**config.mk**
```make
export PLATFORM = sky130hd
export DESIGN_NAME = src_system_reset_control
export DESIGN_NICKNAME = d
export VERILOG_FILES = /design/src/core/src_pkg.sv /design/src/core/src_system_reset_control.sv
export VERILOG_INCLUDE_DIRS = /design/src /design/src/core
export SDC_FILE = /design/constraint.sdc
export NUM_CORES = 1
export LEC_CHECK = 0
export BUFFER_PORTS_ARGS = -buffer_cell sky130_fd_sc_hd__buf_2
export CAP_MARGIN = 25
export CORE_MARGIN = 5
export CORE_UTILIZATION = 58
export CTS_BUF_LIST = sky130_fd_sc_hd__clkbuf_8
export CTS_CLUSTER_SIZE = 14
export DETAILED_ROUTE_END_ITERATION = 8
export GPL_TIMING_DRIVEN = 0
export PLACE_DENSITY = 0.84
export SLEW_MARGIN = 10
export SYNTH_ARGS = -nofsm -noshare
export SYNTH_HDL_FRONTEND = slang
export SYNTH_SLANG_ARGS = --single-unit
```
**constraint.sdc**
```tcl
create_clock -name i_clk -period 3.13 [get_ports i_clk]
set_input_delay 0.1565 -clock i_clk [delete_from_list [all_inputs] [get_ports i_clk]]
set_output_delay 0.1565 -clock i_clk [all_outputs]
set_load 0.02 [all_outputs]
```
**src/core/src_regs.svh**
```systemverilog
`ifndef SRC_REGS_SVH
`define SRC_REGS_SVH

// Time-out table, indexed by {clock_source_fuse, startup_time_fuse}
`define SRC_FUSE_W        4
`define SRC_TOUT_SHORT_NS 64000
`define SRC_TOUT_LONG_NS  4100000
`define SRC_TOUT_MIN_NS   8
`define SRC_CLK_NS        8
`define SRC_CNT_W         20
// Reset value of the port bank held by the controller
`define SRC_PORT_INIT     8'h00

`endif

```
**src/core/src_pkg.sv**
```systemverilog
package src_pkg;
  typedef enum logic [1:0] {
    SRC_HOLD,
    SRC_COUNT,
    SRC_RUN
  } src_state_e;
endpackage

```
**src/core/src_system_reset_control.sv**
```systemverilog
// Contract
// - Hold ports at initial value, then fetch vector
// - Ports go to initial state asynchronously, except on watchdog reset
// - Stretch reset by fuse-selected delay count
// - Any of five sources asserts reset
// - Power-on low holds; threshold starts delay
// - Supply drop reasserts reset immediately
// - Long enough low pin pulse resets
// - Pin release waits for full time-out
// - Watchdog reset only when watchdog enabled
// - Brown-out reset only when detector enabled
// - Test-port scan register holds reset
// - Watchdog pulse one cycle, count starts after the pulse
// - Brown-out trips low, releases after time-out
`include "src_regs.svh"
`timescale 1ns/1ps
`default_nettype none

module src_system_reset_control #(
  parameter int unsigned TOUT_SHORT_CYC =
    (`SRC_TOUT_SHORT_NS + `SRC_CLK_NS - 1) / `SRC_CLK_NS,
  parameter int unsigned TOUT_LONG_CYC =
    (`SRC_TOUT_LONG_NS + `SRC_CLK_NS - 1) / `SRC_CLK_NS,
  parameter int unsigned PORT_W = 8
) (
  input  wire logic                   i_clk,
  input  wire logic                   i_rst,
  input  wire logic                   i_power_on_below_n,
  input  wire logic                   i_external_reset_pin_n,
  input  wire logic                   i_watchdog_expired,
  input  wire logic                   i_watchdog_enable,
  input  wire logic                   i_brownout_below,
  input  wire logic                   i_brownout_enable,
  input  wire logic                   i_scan_reset_bit,
  input  wire logic [1:0]             i_startup_time_fuse,
  input  wire logic [1:0]             i_clock_source_fuse,
  input  wire logic [PORT_W-1:0]      i_port_data,
  output logic                        o_core_reset,
  output logic                        o_fetch_vector,
  output logic      [PORT_W-1:0]      o_port
);

  ////////////////////////////////////////////////////////////////////////////
  // Input synchronisers: first stage read only by the second
  logic [4:0] sync1;
  logic [4:0] sync2;
  logic [4:0] next_sync1;
  logic [4:0] next_sync2;

  always_comb
  begin
    next_sync1 = {~i_power_on_below_n, ~i_external_reset_pin_n,
                  i_watchdog_expired & i_watchdog_enable,
                  i_brownout_below & i_brownout_enable,
                  i_scan_reset_bit};
    next_sync2 = sync1;
  end

  always_ff @(posedge i_clk)
  begin
    if (i_rst)
    begin
      sync1 <= 5'h1F;
      sync2 <= 5'h1F;
    end
    else
    begin
      sync1 <= next_sync1;
      sync2 <= next_sync2;
    end
  end

  ////////////////////////////////////////////////////////////////////////////
  // Combined source level, async path for port forcing. The watchdog stays
  // off this path: a held expiry level must not stretch its one-cycle pulse.
  logic async_any;
  assign async_any = ~i_power_on_below_n
                   | ~i_external_reset_pin_n
                   | (i_brownout_below & i_brownout_enable)
                   | i_scan_reset_bit;

  logic sync_any;
  assign sync_any = |sync2;

  ////////////////////////////////////////////////////////////////////////////
  // Watchdog expiry shortened to a single-cycle pulse
  logic wdt_prev;
  logic next_wdt_prev;
  logic wdt_pulse;

  always_comb
  begin
    next_wdt_prev = sync2[2];
    wdt_pulse     = sync2[2] & ~wdt_prev;
  end

  always_ff @(posedge i_clk)
  begin
    if (i_rst)
      wdt_prev <= 1'b1;
    else
      wdt_prev <= next_wdt_prev;
  end

  logic sources_active;
  assign sources_active = sync2[4] | sync2[3] | sync2[1] | sync2[0]
                        | wdt_pulse;

  ////////////////////////////////////////////////////////////////////////////
  // Delay counter
  logic [`SRC_CNT_W-1:0] tout_cyc;

  always_comb
  begin
    // Long delay for the slow start-up setting or clock source setting 3
    if (i_startup_time_fuse == 2'h3 || i_clock_source_fuse == 2'h3)
      tout_cyc = `SRC_CNT_W'(TOUT_LONG_CYC);
    else
      tout_cyc = `SRC_CNT_W'(TOUT_SHORT_CYC);
  end

  src_pkg::src_state_e   state;
  src_pkg::src_state_e   next_state;
  logic [`SRC_CNT_W-1:0] cnt;
  logic [`SRC_CNT_W-1:0] next_cnt;
  logic                  core_rst;
  logic                  next_core_rst;
  logic                  fetch;
  logic                  next_fetch;

  always_comb
  begin
    next_state    = state;
    next_cnt      = cnt;
    next_core_rst = core_rst;
    next_fetch    = 1'b0;
    case (state)
      src_pkg::SRC_HOLD:
      begin
        next_core_rst = 1'b1;
        if (!sources_active)
        begin
          next_state = src_pkg::SRC_COUNT;
          next_cnt   = '0;
        end
      end
      src_pkg::SRC_COUNT:
      begin
        if (sources_active)
          next_state = src_pkg::SRC_HOLD;
        else if (cnt >= tout_cyc - `SRC_CNT_W'(1))
        begin
          next_state    = src_pkg::SRC_RUN;
          next_core_rst = 1'b0;
          next_fetch    = 1'b1;
        end
        else
          next_cnt = cnt + `SRC_CNT_W'(1);
      end
      src_pkg::SRC_RUN:
      begin
        if (sources_active)
        begin
          next_state    = src_pkg::SRC_HOLD;
          next_core_rst = 1'b1;
        end
      end
      default:
      begin
        next_state    = src_pkg::SRC_HOLD;
        next_core_rst = 1'b1;
      end
    endcase
  end

  always_ff @(posedge i_clk)
  begin
    if (i_rst)
    begin
      state    <= src_pkg::SRC_HOLD;
      cnt      <= '0;
      core_rst <= 1'b1;
      fetch    <= 1'b0;
    end
    else
    begin
      state    <= next_state;
      cnt      <= next_cnt;
      core_rst <= next_core_rst;
      fetch    <= next_fetch;
    end
  end

  ////////////////////////////////////////////////////////////////////////////
  // Outputs. Reset assertion is asynchronous from the level sources, release
  // waits for the clocked counter; sources are pins so no clock is needed.
  always_ff @(posedge i_clk or posedge async_any)
  begin
    if (async_any)
    begin
      o_core_reset <= 1'b1;
      o_port       <= PORT_W'(`SRC_PORT_INIT);
    end
    else if (i_rst || core_rst)
    begin
      o_core_reset <= 1'b1;
      o_port       <= PORT_W'(`SRC_PORT_INIT);
    end
    else
    begin
      o_core_reset <= 1'b0;
      o_port       <= i_port_data;
    end
  end

  always_ff @(posedge i_clk)
  begin
    if (i_rst)
      o_fetch_vector <= 1'b0;
    else
      o_fetch_vector <= fetch;
  end

endmodule // src_system_reset_control

`default_nettype wire

```
=== Word-level counts from Yosys, hierarchy flattened ===
Index checks and enable logic that the tools add are counted.

* Add/subtract/negate cells: 2
* $mul: 0
* Div/mod/pow operators: 0
* Order comparisons: 1
* Equal/unequal tests: 10
* Shifts and indexed selects: 0
* Multiplexer cells: 17
* Bitwise logic cells: 14
* Reductions and logical operators: 8

{| class="wikitable"
|+ Operators with widths
! kind !! count
|-
| 20-bit two-way mux || 3
|-
| 20-bit one-hot mux with 2 select lines || 1
|-
| 20-bit by 1-bit adder with 20-bit output (second input constant) || 1
|-
| 20-bit greater-or-equal comparator || 1
|-
| 20-bit by 1-bit subtractor with 20-bit output (second input constant) || 1
|-
| 19-bit two-way mux || 1
|-
| 2-bit != test (second input constant) || 5
|-
| 2-bit two-way mux || 4
|-
| 8-bit two-way mux || 1
|-
| 1-bit OR || 7
|-
| 2-bit == test (second input constant) || 3
|-
| 2-bit one-hot mux with 3 select lines || 1
|-
| 3-bit AND reduction || 2
|-
| 1-bit two-way mux || 5
|-
| 1-bit NOT || 4
|-
| 4-bit AND reduction || 1
|-
| 1-bit AND || 3
|-
| 3-bit != test (second input constant) || 1
|-
| 3-bit OR reduction || 1
|-
| 2-bit by 1-bit == test with 1-bit output (second input constant) || 1
|-
| 2-bit logical NOT || 1
|-
| 1-bit logical OR || 2
|-
| 1-bit one-hot mux with 2 select lines || 1
|-
| 2-bit nonzero test || 1
|}

* Bits in registers: 45
* Bits in latches: 0
* RAM bits: 0
* ROM bits: 0
* Input port bits: 21
* Memories kept: 0

=== Longest topological paths before layout ===
Gate-level depths: netlist of the first run.

* Word-level depth: 8
* Depth in mapped cells: 10

=== Least setup slack after synthesis of the first run ===
Ideal clock, no wire load.

* Path type: input to register
* From: in i_startup_time_fuse[0]
* To: reg cnt[5]
* Setup time: 0.070 ns
* Data arrival time: 2.411 ns
* Slack: 0.649 ns
* Cell stages on the path: 10
* Cell sequence: a22oi_1 > inv_1 > ha_1 > a21oi_1 > nand2_1 > or3_1 > a32o_2 > buf_6 > or4_1 > a21oi_1

* Cells in the longest elaborated chain, start to end: 7

{| class="wikitable"
|+ RTL lines
! element !! line !! RTL
|-
| from (decl) || src_system_reset_control.sv:35 || <nowiki>input wire logic [1:0] i_startup_time_fuse,</nowiki>
|-
| 2-bit == test || src_system_reset_control.sv:116 || <nowiki>if (i_startup_time_fuse == 2'h3 || i_clock_source_fuse == 2'h3)</nowiki>
|-
| 1-bit logical OR || src_system_reset_control.sv:116 ||
|-
| 19-bit two-way mux || src_system_reset_control.sv:116 ||
|-
| 20-bit by 1-bit subtractor with 20-bit output || src_system_reset_control.sv:151 || <nowiki>else if (cnt >= tout_cyc - `SRC_CNT_W'(1))</nowiki>
|-
| 20-bit greater-or-equal comparator || src_system_reset_control.sv:151 ||
|-
| 2-bit != test (no line) || n/a ||
|-
| 4-bit AND reduction (no line) || n/a ||
|-
| to (signal assigned) || src_system_reset_control.sv:188 || <nowiki>cnt <= next_cnt;</nowiki>
|-
| to (decl) || src_system_reset_control.sv:124 || <nowiki>logic [`SRC_CNT_W-1:0] cnt;</nowiki>
|}

Every way passes these cells.
A chain may end at the register's enable or synchronous reset.

=== Worst setup path in the final report of the first run ===
* From: in i_startup_time_fuse[0]
* To: reg cnt[3]

The elaborated chain is that of the path after synthesis.

==> results of run 1 <==
-- through the flow --
| stage | cells | power [uW] |
|---|---|---|
| after global routing | 296 | 1010 |
| after CTS | 296 | 979 |
| after floorplan | 212 | 616 |
| after global placement | 288 | 634 |
| final | 296 | 970 |
| after detailed placement | 288 | 636 |
-- sequential cells by signal, summed over array words and instances (netlist names) --
register        flops
o_fetch_vector      1
core_rst            1
next_sync2          5
o_port              8
fetch               1
wdt_prev            1
state               2
o_core_reset        1
sync2               5
cnt                20
-- cells in the mapped netlist (all sizes together), types with 2 or more instances --
cell	number	area share
and3	2	0.0064
dfrtp	8	0.10
or2	9	0.029
a211oi	2	0.0077
nand4	9	0.029
or4	5	0.019
buf	3	0.011
nor2	5	0.0096
and2	12	0.038
clkbuf	8	0.015
a21o	3	0.012
nand2	13	0.026
nor2b	2	0.0064
nand2b	4	0.013
ha	6	0.038
a31oi	2	0.0064
o21ai	14	0.036
nor3	2	0.0051
a21oi	18	0.046
or3	15	0.048
dfxtp	36	0.37
nand3	11	0.028
nand3b	2	0.0077
inv	3	0.0058
o31ai	3	0.012
-- power by group through the flow --
stage / registers [uW] / clock network (uW) / logic [uW]
after global routing: 583 / 377 / 46.1
after global placement: 595 / 0 / 39.1
final: 582 / 348 / 40.7
after CTS: 582 / 356 / 41.2
after floorplan: 595 / 0 / 21.4
after detailed placement: 595 / 0 / 41.1
-- kinds of logic after synthesis --
| family | after synthesis |
|---|---|
| and+or+nand+nor | 96 |
| muxes | 1 |
| AOI/OAI and AO/OA | 50 |
| DFF | 45 |
| buffers and inverters | 14 |
| adders and majority gates | 6 |
-- how the worst max path moves through the flow --
| stage | start | to | slack (ns) |
|---|---|---|---|
| 4_1_cts | i_startup_time_fuse[0] | cnt[3] | 0.53 |
| 2_1_floorplan | i_startup_time_fuse[0] | cnt[5] | 0.65 |
| 6_report | i_startup_time_fuse[0] | cnt[3] | 0.52 |
| 3_3_place_gp | i_startup_time_fuse[0] | cnt[4] | 0.23 |
| 5_1_grt | cnt[0] | cnt[7] | 0.31 |
| 3_5_place_dp | i_startup_time_fuse[0] | cnt[3] | 0.21 |
-- routing by layer --
metal / up-vias / track usage
met5: - / 0
met4: 0 / 0.0794
met3: 9 / 0.0493
met2: 45 / 0.279
met1: 791 / 0.233
li1: 848 / -
-- final cells by class --
cell class | count | share of cell area
flip-flops and latches | 45 | 0.419
inverters | 3 | 0.00499
plain buffers | 11 | 0.0227
repair buffers | 30 | 0.0665
multi-input cells | 153 | 0.422
clock inverters | 3 | 0.00831
well taps | 46 | 0.0255
clock buffers | 5 | 0.0305
==> run summary, run 1 <==
• 5.72 — detailed-route vias per instance
• 45 — number of storage elements in the synthesis netlist
• simple AND/OR/NAND/NOR gates — delay-heaviest family, CP
• 0.358 — fraction of power consumed by the clock network
• 0 — EDFF count, synth
• 0 — fin. max-slew vios
• 5 — TritonCTS Buffers
• 216 uW — power spent charging and discharging nets
• 0 — Setup Viol. Count Final
• cnt[16] — worst flop-to-flop path endpoint
• 0.223 — Switching Fraction
• 4 — detailed-routing iteration count for the pre-antenna-repair pass
• 68.1 microns — Die X
• 0 — post-route ant nets
• 947 sq um — combined flip-flop and latch cell area
• 377 uV — peak supply drop
• 0.000904 uW — Static Leak
• 3930 microns — total wire length
• 82 — initial detailed-routing violation count
• 0.286 — post-synthesis simple-gate area fraction
• 0 — Post-CTS Repair Setup Buffers
• 6220 microns — wire length of the first global-routing pass
• 13.3 microns — per-cell routed wire length
• 11 — stages on the worst setup path
• 0 ns — Final TNS setup
• 0 — number of max-cap violations
• 0 — total grt overflow
• 15 — maximum number of pins on one net before global-route repair
• 15.3% — synthesis-to-finish area growth
• 0 — Hold Violations, Final
• 953 sq um — combined area of the multi-input logic cells
• 0.833 — post-route fraction of the period consumed by the critical path
• 31 — IO Pins
• 0 — number of remaining DRC errors
• 2880 microns — half-perimeter wire length of the detailed placement result
• 0.00226 sq mm — final standard cell area without fillers
• 2 — H-tree lvl count
• 0 — number of diodes added for antenna fixing
• 8 — number of cells on the worst reg-to-reg path
• 0.682 — final standard cell utilization of the core
• 1780 microns — detailed-route wire length on metal 1
• 45 — number of sinks driven by the clock tree
• 0 — xor and xnor fraction of the mapped netlist area
• 0 — count of instances resized after the clock tree is built
• 0.600 — sequential power share
• 0.212 — fraction of layout cells with a size suffix above 1
• 0.502 — Rel. slew slack
• 0.42 ns — crit-path max cell delay
• sky130_fd_sc_hd__clkbuf_8 — clock tree root buffer cell
• 384 MHz — Max Clk Rate
• 0 — total of warnings raised by yosys
• 0.180 — GRT Resource Usage Total
• primary input to flip-flop — CP Class
• 0.155 — share of the synthesized area in compound gates (AO/OA/AOI/OAI)
• 0.00525 ns — Max Clock Skew
• 0.591 — starting utilization of the core area
• 276 — nets
• 0.00511 — portion of netlist area occupied by mux cells
• simple AND/OR/NAND/NOR gates — dominant combinational cell family by area after synthesis
• 21 — Placement Rows
• 754 uW — internal power
• primary input — element type at the critical path start
• 285 — Filler Cells Inserted
• 0.08 ns — CTS clock-pin slew for the worst setup and hold paths
• 0.213 ns — Worst Setup Slack post-DPL
• met4 — uppermost layer routed
• 239 — number of nets in the synthesized netlist
• next_sync2[4] — end point of the most critical hold path
• 2.84 ns — worst path arrival time
• 9.24 sq um — Avg Cell Area, Syn
• i_power_on_below_n — worst hold start
• sync2[3] — Critical R2R Launch
• 0.00464 sq mm — full die area
• 1,693 — vias after detailed routing
• 2.61 ns — final worst path period need
• 0.834 — GPL Wtd Cong
• 0.524 ns — Final WS setup
• 2 — Worst Hold Path Cells
• 1830 microns — amount of wire on met2 after detailed routing
• done — clock tree from TritonCTS
• 0.00217 sq mm — DP Area
• 430 mW/mm^2 — PwrDens
• 0.00196 sq mm — post-synthesis cell area
• 1,413 — via count of the first global-routing pass
• 0 — # hold bufs at CTS
• 0 — antenna violations before repair
• 245 microns — routed length on met3
• buf_2 > a22oi_1 > inv_1 > ha_1 > a21oi_1 > nand2_1 > or3_1 > a32o_2 > clkbuf_1 > or3_1 > a21oi_1 — cell chain of the critical path
• 0.56 ns — worst reg-to-reg setup slack
• 212 — number of standard cells after synthesis
• 0.745 ns — Slew @ Worst Pin
• 36 x sky130_fd_sc_hd__dfxtp_1, 32 x sky130_fd_sc_hd__buf_2, 18 x sky130_fd_sc_hd__a21oi_1, 15 x sky130_fd_sc_hd__or3_1, 14 x sky130_fd_sc_hd__o21ai_0 — most used cells in the layout excluding fill and tap cells
• 0.484 — portion of the post-synthesis area used by sequential elements
• 0.0383 — arithmetic-cell share of the synthesized area counting full adders, half adders and majority gates
• 0.0260 ns — worst hold-check slack
• sky130_fd_sc_hd__dfxtp_1 — most frequent standard cell in the layout excluding fill and tap cells
• 30 — number of port buffers
• no — RSZ-0062 raised after global routing
• 0.30 ns — clock latency at the later pin of the worst-skew pair
• 10 — Crit Path Max Fanout
• sky130_fd_sc_hd__dfxtp_1 — Most used DFF post-synth
• 0.042 — combinational fraction of design power
• 0.200 — async set-reset flop share out of synthesis
• sky130_fd_sc_hd__or3_1 — library cell contributing the largest single delay on the critical path
• 42 — number of library cell types mapped by synthesis
• flip-flop — type of destination of the critical path
• complete, no violations — result of the run
• 3 — crit path buf inv count
• primary input to flip-flop — path category of the worst min-delay check
• 68.1 microns — vertical extent of the die
• 3.36 ns — data required time at the worst endpoint
• 0.00331 sq mm — CORE AREA
• 2 — number of buffers on the longest clock path
Note: power is estimated with default switching activity, not from simulation.
==> inputs of run 2 (changes only) <==
Settings changed: CORE_UTILIZATION 58 to 52, PLACE_DENSITY 0.84 to 0.8.
Clock period 3.13 ns to 2.3 ns, I/O delays scaled along.
==> run 2 against run 1 <==
Worst setup slack worse by 0.59 ns. The flow now finishes with violations (negative setup slack). Sequential cell count stayed put. Core utilization is 2.2 points higher. Clock power is 43% higher. Via count is 5.1% higher.
==> run summary, run 2 (synthesized netlist as in run 1, its figures left out) <==
• 15.5 microns — per-cell routed wire length, was 13.3 microns
• yes — RSZ-0062 raised after global routing, was no
• 0.00258 sq mm — final standard cell area without fillers, was 0.00226 sq mm
• 267 — Filler Cells Inserted, was 285
• sky130_fd_sc_hd__or4_1 — library cell contributing the largest single delay on the critical path, was sky130_fd_sc_hd__or3_1
• cnt — register containing the most flip-flops in the final layout, unchanged
• 311 — number of cells in the finished layout apart from fillers, was 296
• 0.365 — fraction of power consumed by the clock network, was 0.358
• compound AO/OA/AOI/OAI gates — delay-heaviest family, CP, was simple AND/OR/NAND/NOR gates
• 0.00509 sq mm — full die area, was 0.00464 sq mm
• 0.0109 ns — Max Clock Skew, was 0.00525 ns
• negative setup slack — violated checks
• 0.236 — Switching Fraction, was 0.223
• 22 — Placement Rows, was 21
• 20 — number of flip-flops under the largest register name, unchanged
• 2.59 ns — worst path arrival time, was 2.84 ns
• 529 mW/mm^2 — PwrDens, was 430 mW/mm^2
• flip-flop to flip-flop — CP Class, was primary input to flip-flop
• 385 uV — peak supply drop, was 377 uV
• 5.72 — detailed-route vias per instance, about the same
• 0 — antenna violations before repair, unchanged
• 2 — H-tree lvl count, unchanged
• sky130_fd_sc_hd__buf_2 — most frequent standard cell in the layout excluding fill and tap cells, was sky130_fd_sc_hd__dfxtp_1
• 45 — number of sinks driven by the clock tree, unchanged
• 71.4 microns — Die X, was 68.1 microns
• 71.4 microns — vertical extent of the die, was 68.1 microns
• 1 — crit path buf inv count, was 3
• -0.0621 ns — Final WS setup, was 0.524 ns
• 0.09 ns — CTS clock-pin slew for the worst setup and hold paths, was 0.08 ns
• 2 — number of buffers on the longest clock path, unchanged
• 322 uW — power spent charging and discharging nets, was 216 uW
• 16 — maximum number of pins on one net before global-route repair, was 15
• 7560 microns — wire length of the first global-routing pass, was 6220 microns
• 0 — post-route ant nets, unchanged
• 0.704 — final standard cell utilization of the core, was 0.682
• 0.608 — Rel. slew slack, was 0.502
• 2970 microns — half-perimeter wire length of the detailed placement result, was 2880 microns
• 1040 uW — internal power, was 754 uW
• 0 — number of diodes added for antenna fixing, unchanged
• 0 — number of remaining DRC errors, unchanged
• 289 — nets, was 276
• 31 — IO Pins, unchanged
• 122 — initial detailed-routing violation count, was 82
• 291 — Cells after DPL, was 288
• or4_1 > o32a_1 > a21o_1 > a32o_2 > buf_2 > or3_1 > a21oi_1 — cell chain of the critical path, was buf_2 > a22oi_1 > inv_1 > ha_1 > a21oi_1 > nand2_1 > or3_1 > a32o_2 > clkbuf_1 > or3_1 > a21oi_1
• 0.580 ns — Slew @ Worst Pin, was 0.745 ns
• 0 — fin. max-slew vios, unchanged
• 1,779 — vias after detailed routing, was 1,693
• 2.36 ns — final worst path period need
• 4810 microns — total wire length, was 3930 microns
• 31 x sky130_fd_sc_hd__buf_2, 27 x sky130_fd_sc_hd__dfxtp_1, 16 x sky130_fd_sc_hd__a21oi_1, 13 x sky130_fd_sc_hd__or3_1, 12 x sky130_fd_sc_hd__and2_1 — most used cells in the layout excluding fill and tap cells, was 36 x sky130_fd_sc_hd__dfxtp_1, 32 x sky130_fd_sc_hd__buf_2, 18 x sky130_fd_sc_hd__a21oi_1, 15 x sky130_fd_sc_hd__or3_1, 14 x sky130_fd_sc_hd__o21ai_0
• 4 — detailed-routing iteration count for the pre-antenna-repair pass, unchanged
• 0.580 — sequential power share, was 0.600
• 7 — Crit Path Max Fanout, was 10
• 0.535 — starting utilization of the core area, was 0.591
• 0.51 ns — crit-path max cell delay, was 0.42 ns
• 2.53 ns — data required time at the worst endpoint, was 3.36 ns
• 30 — number of port buffers, unchanged
• sky130_fd_sc_hd__clkbuf_8 — clock tree root buffer cell, unchanged
• 0.30 ns — clock latency at the later pin of the worst-skew pair, about the same
• 0.752 — GPL Wtd Cong, was 0.834
• 0.00366 sq mm — CORE AREA, was 0.00331 sq mm
• flip-flop — element type at the critical path start, was primary input
• 0.055 — combinational fraction of design power, was 0.042
• 31.7% — synthesis-to-finish area growth, was 15.3%
• 0.00222 sq mm — DP Area, was 0.00217 sq mm
• flip-flop — type of destination of the critical path, unchanged
• 0.00101 uW — Static Leak, was 0.000904 uW
• 0.186 — GRT Resource Usage Total, was 0.180
• 423 MHz — Max Clk Rate
• primary input to flip-flop — path category of the worst min-delay check, unchanged
• 0 — number of max-cap violations, unchanged
• cnt x20, o_port x8 — biggest regs, unchanged
• 9 — Setup Viol. Count Final, was 0
• 0 — total grt overflow, unchanged
• 5 — TritonCTS Buffers, unchanged
• 1,661 — via count of the first global-routing pass, was 1,413
• done — clock tree from TritonCTS, unchanged
• 0.357 — fraction of layout cells with a size suffix above 1, was 0.212
• complete, but fails checks — result of the run, was complete, no violations
• 0.00199 ns — worst hold-check slack, was 0.0260 ns
• 1.03 — post-route fraction of the period consumed by the critical path
• 1360 uW — total power draw, was 970 uW
• 0 — Hold Violations, Final, unchanged
==> run 2: changes by cell type in the layout (fill, tap and decap cells not counted), moves of 3 or more <==
cell	delta
sky130_fd_sc_hd__dlygate4sd3_1	+5
sky130_fd_sc_hd__dfxtp_1	-9
sky130_fd_sc_hd__dfxtp_2	+7
sky130_fd_sc_hd__clkbuf_1	-4
sky130_fd_sc_hd__buf_4	+7
sky130_fd_sc_hd__ha_4	+5
sky130_fd_sc_hd__o21ai_0	-3
sky130_fd_sc_hd__o21ai_1	+3
sky130_fd_sc_hd__ha_1	-5
==> run 2: layout make-up <==
type                    count  area [sq um]  share of cell area
clock inverters             3          21.3             0.00825
repair buffers             45           303               0.117
clock buffers               5          68.8              0.0267
plain buffers               9          61.3              0.0238
flip-flops and latches     45           963               0.374
inverters                   3          13.8             0.00534
multi-input cells         153          1090               0.422
well taps                  48          60.1              0.0233
==> run 2: power by group through the flow <==
stage          sequential [uW]  combinational (uW)  clock, uW
6_report                   790                75.2        498
5_1_grt                    791                84.4        541
4_1_cts                    791                69.3        507
3_5_place_dp               810                62.9          0
3_3_place_gp               810                59.5          0
2_1_floorplan              809                33.5          0
==> run 2: layer usage <==
| layer | wire (microns) | vias to the layer above | global-route usage |
|---|---|---|---|
| met5 | 0 | - | 0 |
| met4 | 106 | 0 | 0.0960 |
| met3 | 270 | 12 | 0.0477 |
| met2 | 2330 | 56 | 0.269 |
| met1 | 2100 | 834 | 0.254 |
| li1 | - | 877 | - |
==> run 2: per-stage QoR <==
step / worst slack [ns] / TNS, ns
floorplan: -0.0113 / -0.0113
global placement: -0.392 / -5.59
detailed placement: -0.413 / -6.17
CTS: -0.0634 / -0.348
global route: -0.123 / -1.14
finish: -0.0621 / -0.311
==> run 2: what timing repair did <==
action	in CTS	in global routing
gates resized for setup	19	23
hold buffers	5	0
hold endpoints to repair	6	0
cloned	1	1
setup endpoints to repair	21	21
pin swaps	17	12
setup buffers	5	2
==> run 2: worst paths after layout <==
kind / start / endpoint / slack (ns) / depth (start not counted)
min in group asynchronous: i_scan_reset_bit / o_port[7] / 0.05 / 3
min: i_watchdog_expired / next_sync2[2] / 0.002 / 2
min reg2reg: next_sync2[1] / sync2[1] / 0.41 / 1
max: cnt[16] / cnt[11] / -0.06 / 7
max reg2reg: cnt[16] / cnt[11] / -0.06 / 7
max in group asynchronous: i_power_on_below_n / o_port[4] / 1.08 / 5
==> inputs of run 3 (changes only) <==
--- a/config.mk
+++ b/config.mk
@@ -10,10 +10,11 @@
 export CAP_MARGIN = 25
 export CORE_MARGIN = 5
-export CORE_UTILIZATION = 52
+export CORE_UTILIZATION = 62
 export CTS_BUF_LIST = sky130_fd_sc_hd__clkbuf_8
 export CTS_CLUSTER_SIZE = 14
 export DETAILED_ROUTE_END_ITERATION = 8
 export GPL_TIMING_DRIVEN = 0
-export PLACE_DENSITY = 0.8
+export MAX_ROUTING_LAYER = met4
+export PLACE_DENSITY = 0.89
 export SLEW_MARGIN = 10
 export SYNTH_ARGS = -nofsm -noshare
==> constraint.sdc (replaced) <==
create_clock -name i_clk -period 2.8 [get_ports i_clk]
set_input_delay 0.56 -clock i_clk [delete_from_list [all_inputs] [get_ports i_clk]]
set_output_delay 0.56 -clock i_clk [all_outputs]
set_load 0.02 [all_outputs]
==> run 3 against run 2 <==
The run now ends clean. Sequential cell count stayed put. Combinational power is 28% lower. Clock skew is 0.0054 ns lower. Critical endpoint is now cnt[5]. Die area is 14% lower. Largest cell class unchanged. Critical path depth is 4 higher. First-iteration DRC count is 20% higher. Wire length is 5.1% lower. Clock-buffer cell count stayed put. Non-clock buffer count is 11 lower. Global-route usage is 3.4 points higher. Highest routed layer unchanged.
==> run summary, run 3 (synthesized netlist as in run 1, its figures left out) <==
• 0.986 — post-route fraction of the period consumed by the critical path
• 0.586 — sequential power share, was 0.580
• 0.365 — fraction of power consumed by the clock network, about the same
• 0 — fin. max-slew vios, unchanged
• 0 — post-route ant nets, unchanged
• 1,659 — via count of the first global-routing pass, was 1,661
• 0.232 — Switching Fraction, was 0.236
• 0.220 — GRT Resource Usage Total, was 0.186
• 0 — antenna violations before repair, unchanged
• 15.4 microns — per-cell routed wire length, was 15.5 microns
• 0.048 — combinational fraction of design power, was 0.055
• 0.641 — starting utilization of the core area, was 0.535
• 0.574 — Rel. slew slack, was 0.608
• 5.99 — detailed-route vias per instance, was 5.72
• cnt[5] — worst setup path endpoint, was cnt[11]
• primary input to flip-flop — CP Class, was flip-flop to flip-flop
• 278 — nets, was 289
• cnt — register containing the most flip-flops in the final layout, unchanged
• 0 — Hold Violations, Final, unchanged
• 2320 microns — amount of wire on met2 after detailed routing, was 2330 microns
• i_startup_time_fuse[0] — CP startpoint, was cnt[16]
• 2 — number of buffers on the longest clock path, unchanged
• 853 uW — internal power, was 1040 uW
• 30 — number of port buffers, unchanged
• 31 — IO Pins, unchanged
• 257 uW — power spent charging and discharging nets, was 322 uW
• 0 — number of max-cap violations, unchanged
• 0.49 ns — crit-path max cell delay, was 0.51 ns
• 2 — H-tree lvl count, unchanged
• 1,773 — vias after detailed routing, was 1,779
• 0.0380 ns — Final WS setup, was -0.0621 ns
• 0.00305 sq mm — CORE AREA, was 0.00366 sq mm
• 45 — number of sinks driven by the clock tree, unchanged
• buf_2 > a22oi_2 > inv_2 > ha_4 > a21oi_1 > nand2_1 > or3_1 > a32o_2 > buf_6 > or4_1 > a21oi_1 — cell chain of the critical path, was or4_1 > o32a_1 > a21o_1 > a32o_2 > buf_2 > or3_1 > a21oi_1
• 0.000920 uW — Static Leak, was 0.00101 uW
• done — clock tree from TritonCTS, unchanged
• sky130_fd_sc_hd__clkbuf_8 — clock tree root buffer cell, unchanged
• -0.322 ns — Worst Setup Slack post-DPL, was -0.413 ns
• sky130_fd_sc_hd__a21oi_1 — library cell appearing most often on the critical path
• 0.24 ns — worst reg-to-reg setup slack, was -0.06 ns
• 0 — total grt overflow, unchanged
• 372 microns — routed length on met3, was 270 microns
• 0.896 — GPL Wtd Cong, was 0.752
• primary input — element type at the critical path start, was flip-flop
• 7270 microns — wire length of the first global-routing pass, was 7560 microns
• 0.00438 sq mm — full die area, was 0.00509 sq mm
• 0.254 — fraction of layout cells with a size suffix above 1, was 0.357
• sky130_fd_sc_hd__dfxtp_1 — most frequent standard cell in the layout excluding fill and tap cells, was sky130_fd_sc_hd__buf_2
• 3.00 ns — worst path arrival time, was 2.59 ns
• 16 — maximum number of pins on one net before global-route repair, unchanged
• 0.00218 sq mm — DP Area, was 0.00222 sq mm
• 0.00546 ns — Max Clock Skew, was 0.0109 ns
• sync2[3] — Critical R2R Launch, was cnt[16]
• 4560 microns — total wire length, was 4810 microns
• 5 — TritonCTS Buffers, unchanged
• 0.09 ns — CTS clock-pin slew for the worst setup and hold paths, about the same
• 0 — number of diodes added for antenna fixing, unchanged
• flip-flop — type of destination of the critical path, unchanged
• 419 uV — peak supply drop, was 385 uV
• 3.03 ns — data required time at the worst endpoint, was 2.53 ns
• 0 — number of remaining DRC errors, unchanged
• 478 mW/mm^2 — PwrDens, was 529 mW/mm^2
• 20 — Placement Rows, was 22
• 0 — Setup Viol. Count Final, was 9
• 66.2 microns — Die X, was 71.4 microns
• 362 MHz — Max Clk Rate
• cnt x20, o_port x8 — biggest regs, unchanged
• 6 — detailed-routing iteration count for the pre-antenna-repair pass, was 4
• 0.30 ns — clock latency at the later pin of the worst-skew pair, about the same
• 66.2 microns — vertical extent of the die, was 71.4 microns
• 2.76 ns — final worst path period need
• 6 — number of cells on the worst reg-to-reg path, was 7
• 20 — number of flip-flops under the largest register name, unchanged
• 0.00232 sq mm — final standard cell area without fillers, was 0.00258 sq mm
• 147 — initial detailed-routing violation count, was 122
• cnt[6] — worst flop-to-flop path endpoint, was cnt[11]
• complete, no violations — result of the run, was complete, but fails checks
• 1790 microns — detailed-route wire length on metal 1, was 2100 microns
• 18.5% — synthesis-to-finish area growth, was 31.7%
• 36 x sky130_fd_sc_hd__dfxtp_1, 32 x sky130_fd_sc_hd__buf_2, 17 x sky130_fd_sc_hd__a21oi_1, 15 x sky130_fd_sc_hd__or3_1, 14 x sky130_fd_sc_hd__o21ai_0 — most used cells in the layout excluding fill and tap cells, was 31 x sky130_fd_sc_hd__buf_2, 27 x sky130_fd_sc_hd__dfxtp_1, 16 x sky130_fd_sc_hd__a21oi_1, 13 x sky130_fd_sc_hd__or3_1, 12 x sky130_fd_sc_hd__and2_1
• 3080 microns — half-perimeter wire length of the detailed placement result, was 2970 microns
• met4 — uppermost layer routed, unchanged
• 10 — Crit Path Max Fanout, was 7
• 0.635 ns — Slew @ Worst Pin, was 0.580 ns
• sky130_fd_sc_hd__or4_1 — library cell contributing the largest single delay on the critical path, unchanged
• primary input to async pin — path category of the worst min-delay check, was primary input to flip-flop
• 0 — # hold bufs at CTS, was 5
-- run 3: repair_timing --
action	in CTS	in global routing
endpoints found under the setup margin	4	9
resized for setup	1	7
pin swaps	1	3
hold endpoints to repair	0	0
setup buffers	1	0
-- run 3: stage by stage --
step                total power (uW)  setup TNS [ns]   util  hold WS [ns]  std cells
detailed placement               712           -3.81  0.713         0.396        287
global placement                 709           -3.16  0.710         0.391        286
finish                          1110               0  0.760         0.411        296
floorplan                        690               0      -         0.389        212
global route                    1150        -0.00179  0.760         0.443        296
CTS                             1110               0  0.745         0.416        296
-- run 3: how the worst min path moves through the flow --
stage                                 start        end  slack, ns  depth (start not counted)
final                     i_brownout_enable  o_port[5]       0.41                          2
after global routing          next_sync2[3]   sync2[3]       0.44                          1
after CTS                 i_brownout_enable  o_port[5]       0.42                          2
after detailed placement      next_sync2[2]   sync2[2]       0.40                          1
after global placement        next_sync2[4]   sync2[4]       0.39                          1
after floorplan               next_sync2[0]   sync2[0]       0.39                          1
-- run 3: power by group through the flow --
stage | Sequential [uW] | Combinational [uW] | Clock [uW]
floorplan | 665 | 24.7 | 0
global placement | 665 | 44.0 | 0
detailed placement | 666 | 46.7 | 0
CTS | 651 | 49.1 | 405
global route | 652 | 59.5 | 434
finish | 651 | 53.8 | 405
-- run 3: final cells by class --
class                   instances  area, sq um
plain buffers                  11         53.8
clock buffers                   5         68.8
clock inverters                 3         22.5
fillers                       223          732
inverters                       3         11.3
multi-input cells             153          997
flip-flops and latches         45          947
well taps                      44         55.1
repair buffers                 32          165
-- run 3: worst max-delay path: cells and delay by family --
kind | cells | cell delay [ns]
adder cells (fa/ha/maj) | 1 | 0.24
AND/OR/NAND/NOR | 3 | 0.96
AO/OA/AOI/OAI | 4 | 0.82
buffers and inverters | 3 | 0.39
-- run 3: routing by layer --
metal	global-route usage	vias to the layer above
li1	-	854
met1	0.273	833
met2	0.343	76
met3	0.0476	10
met4	0.0990	0
met5	-	-
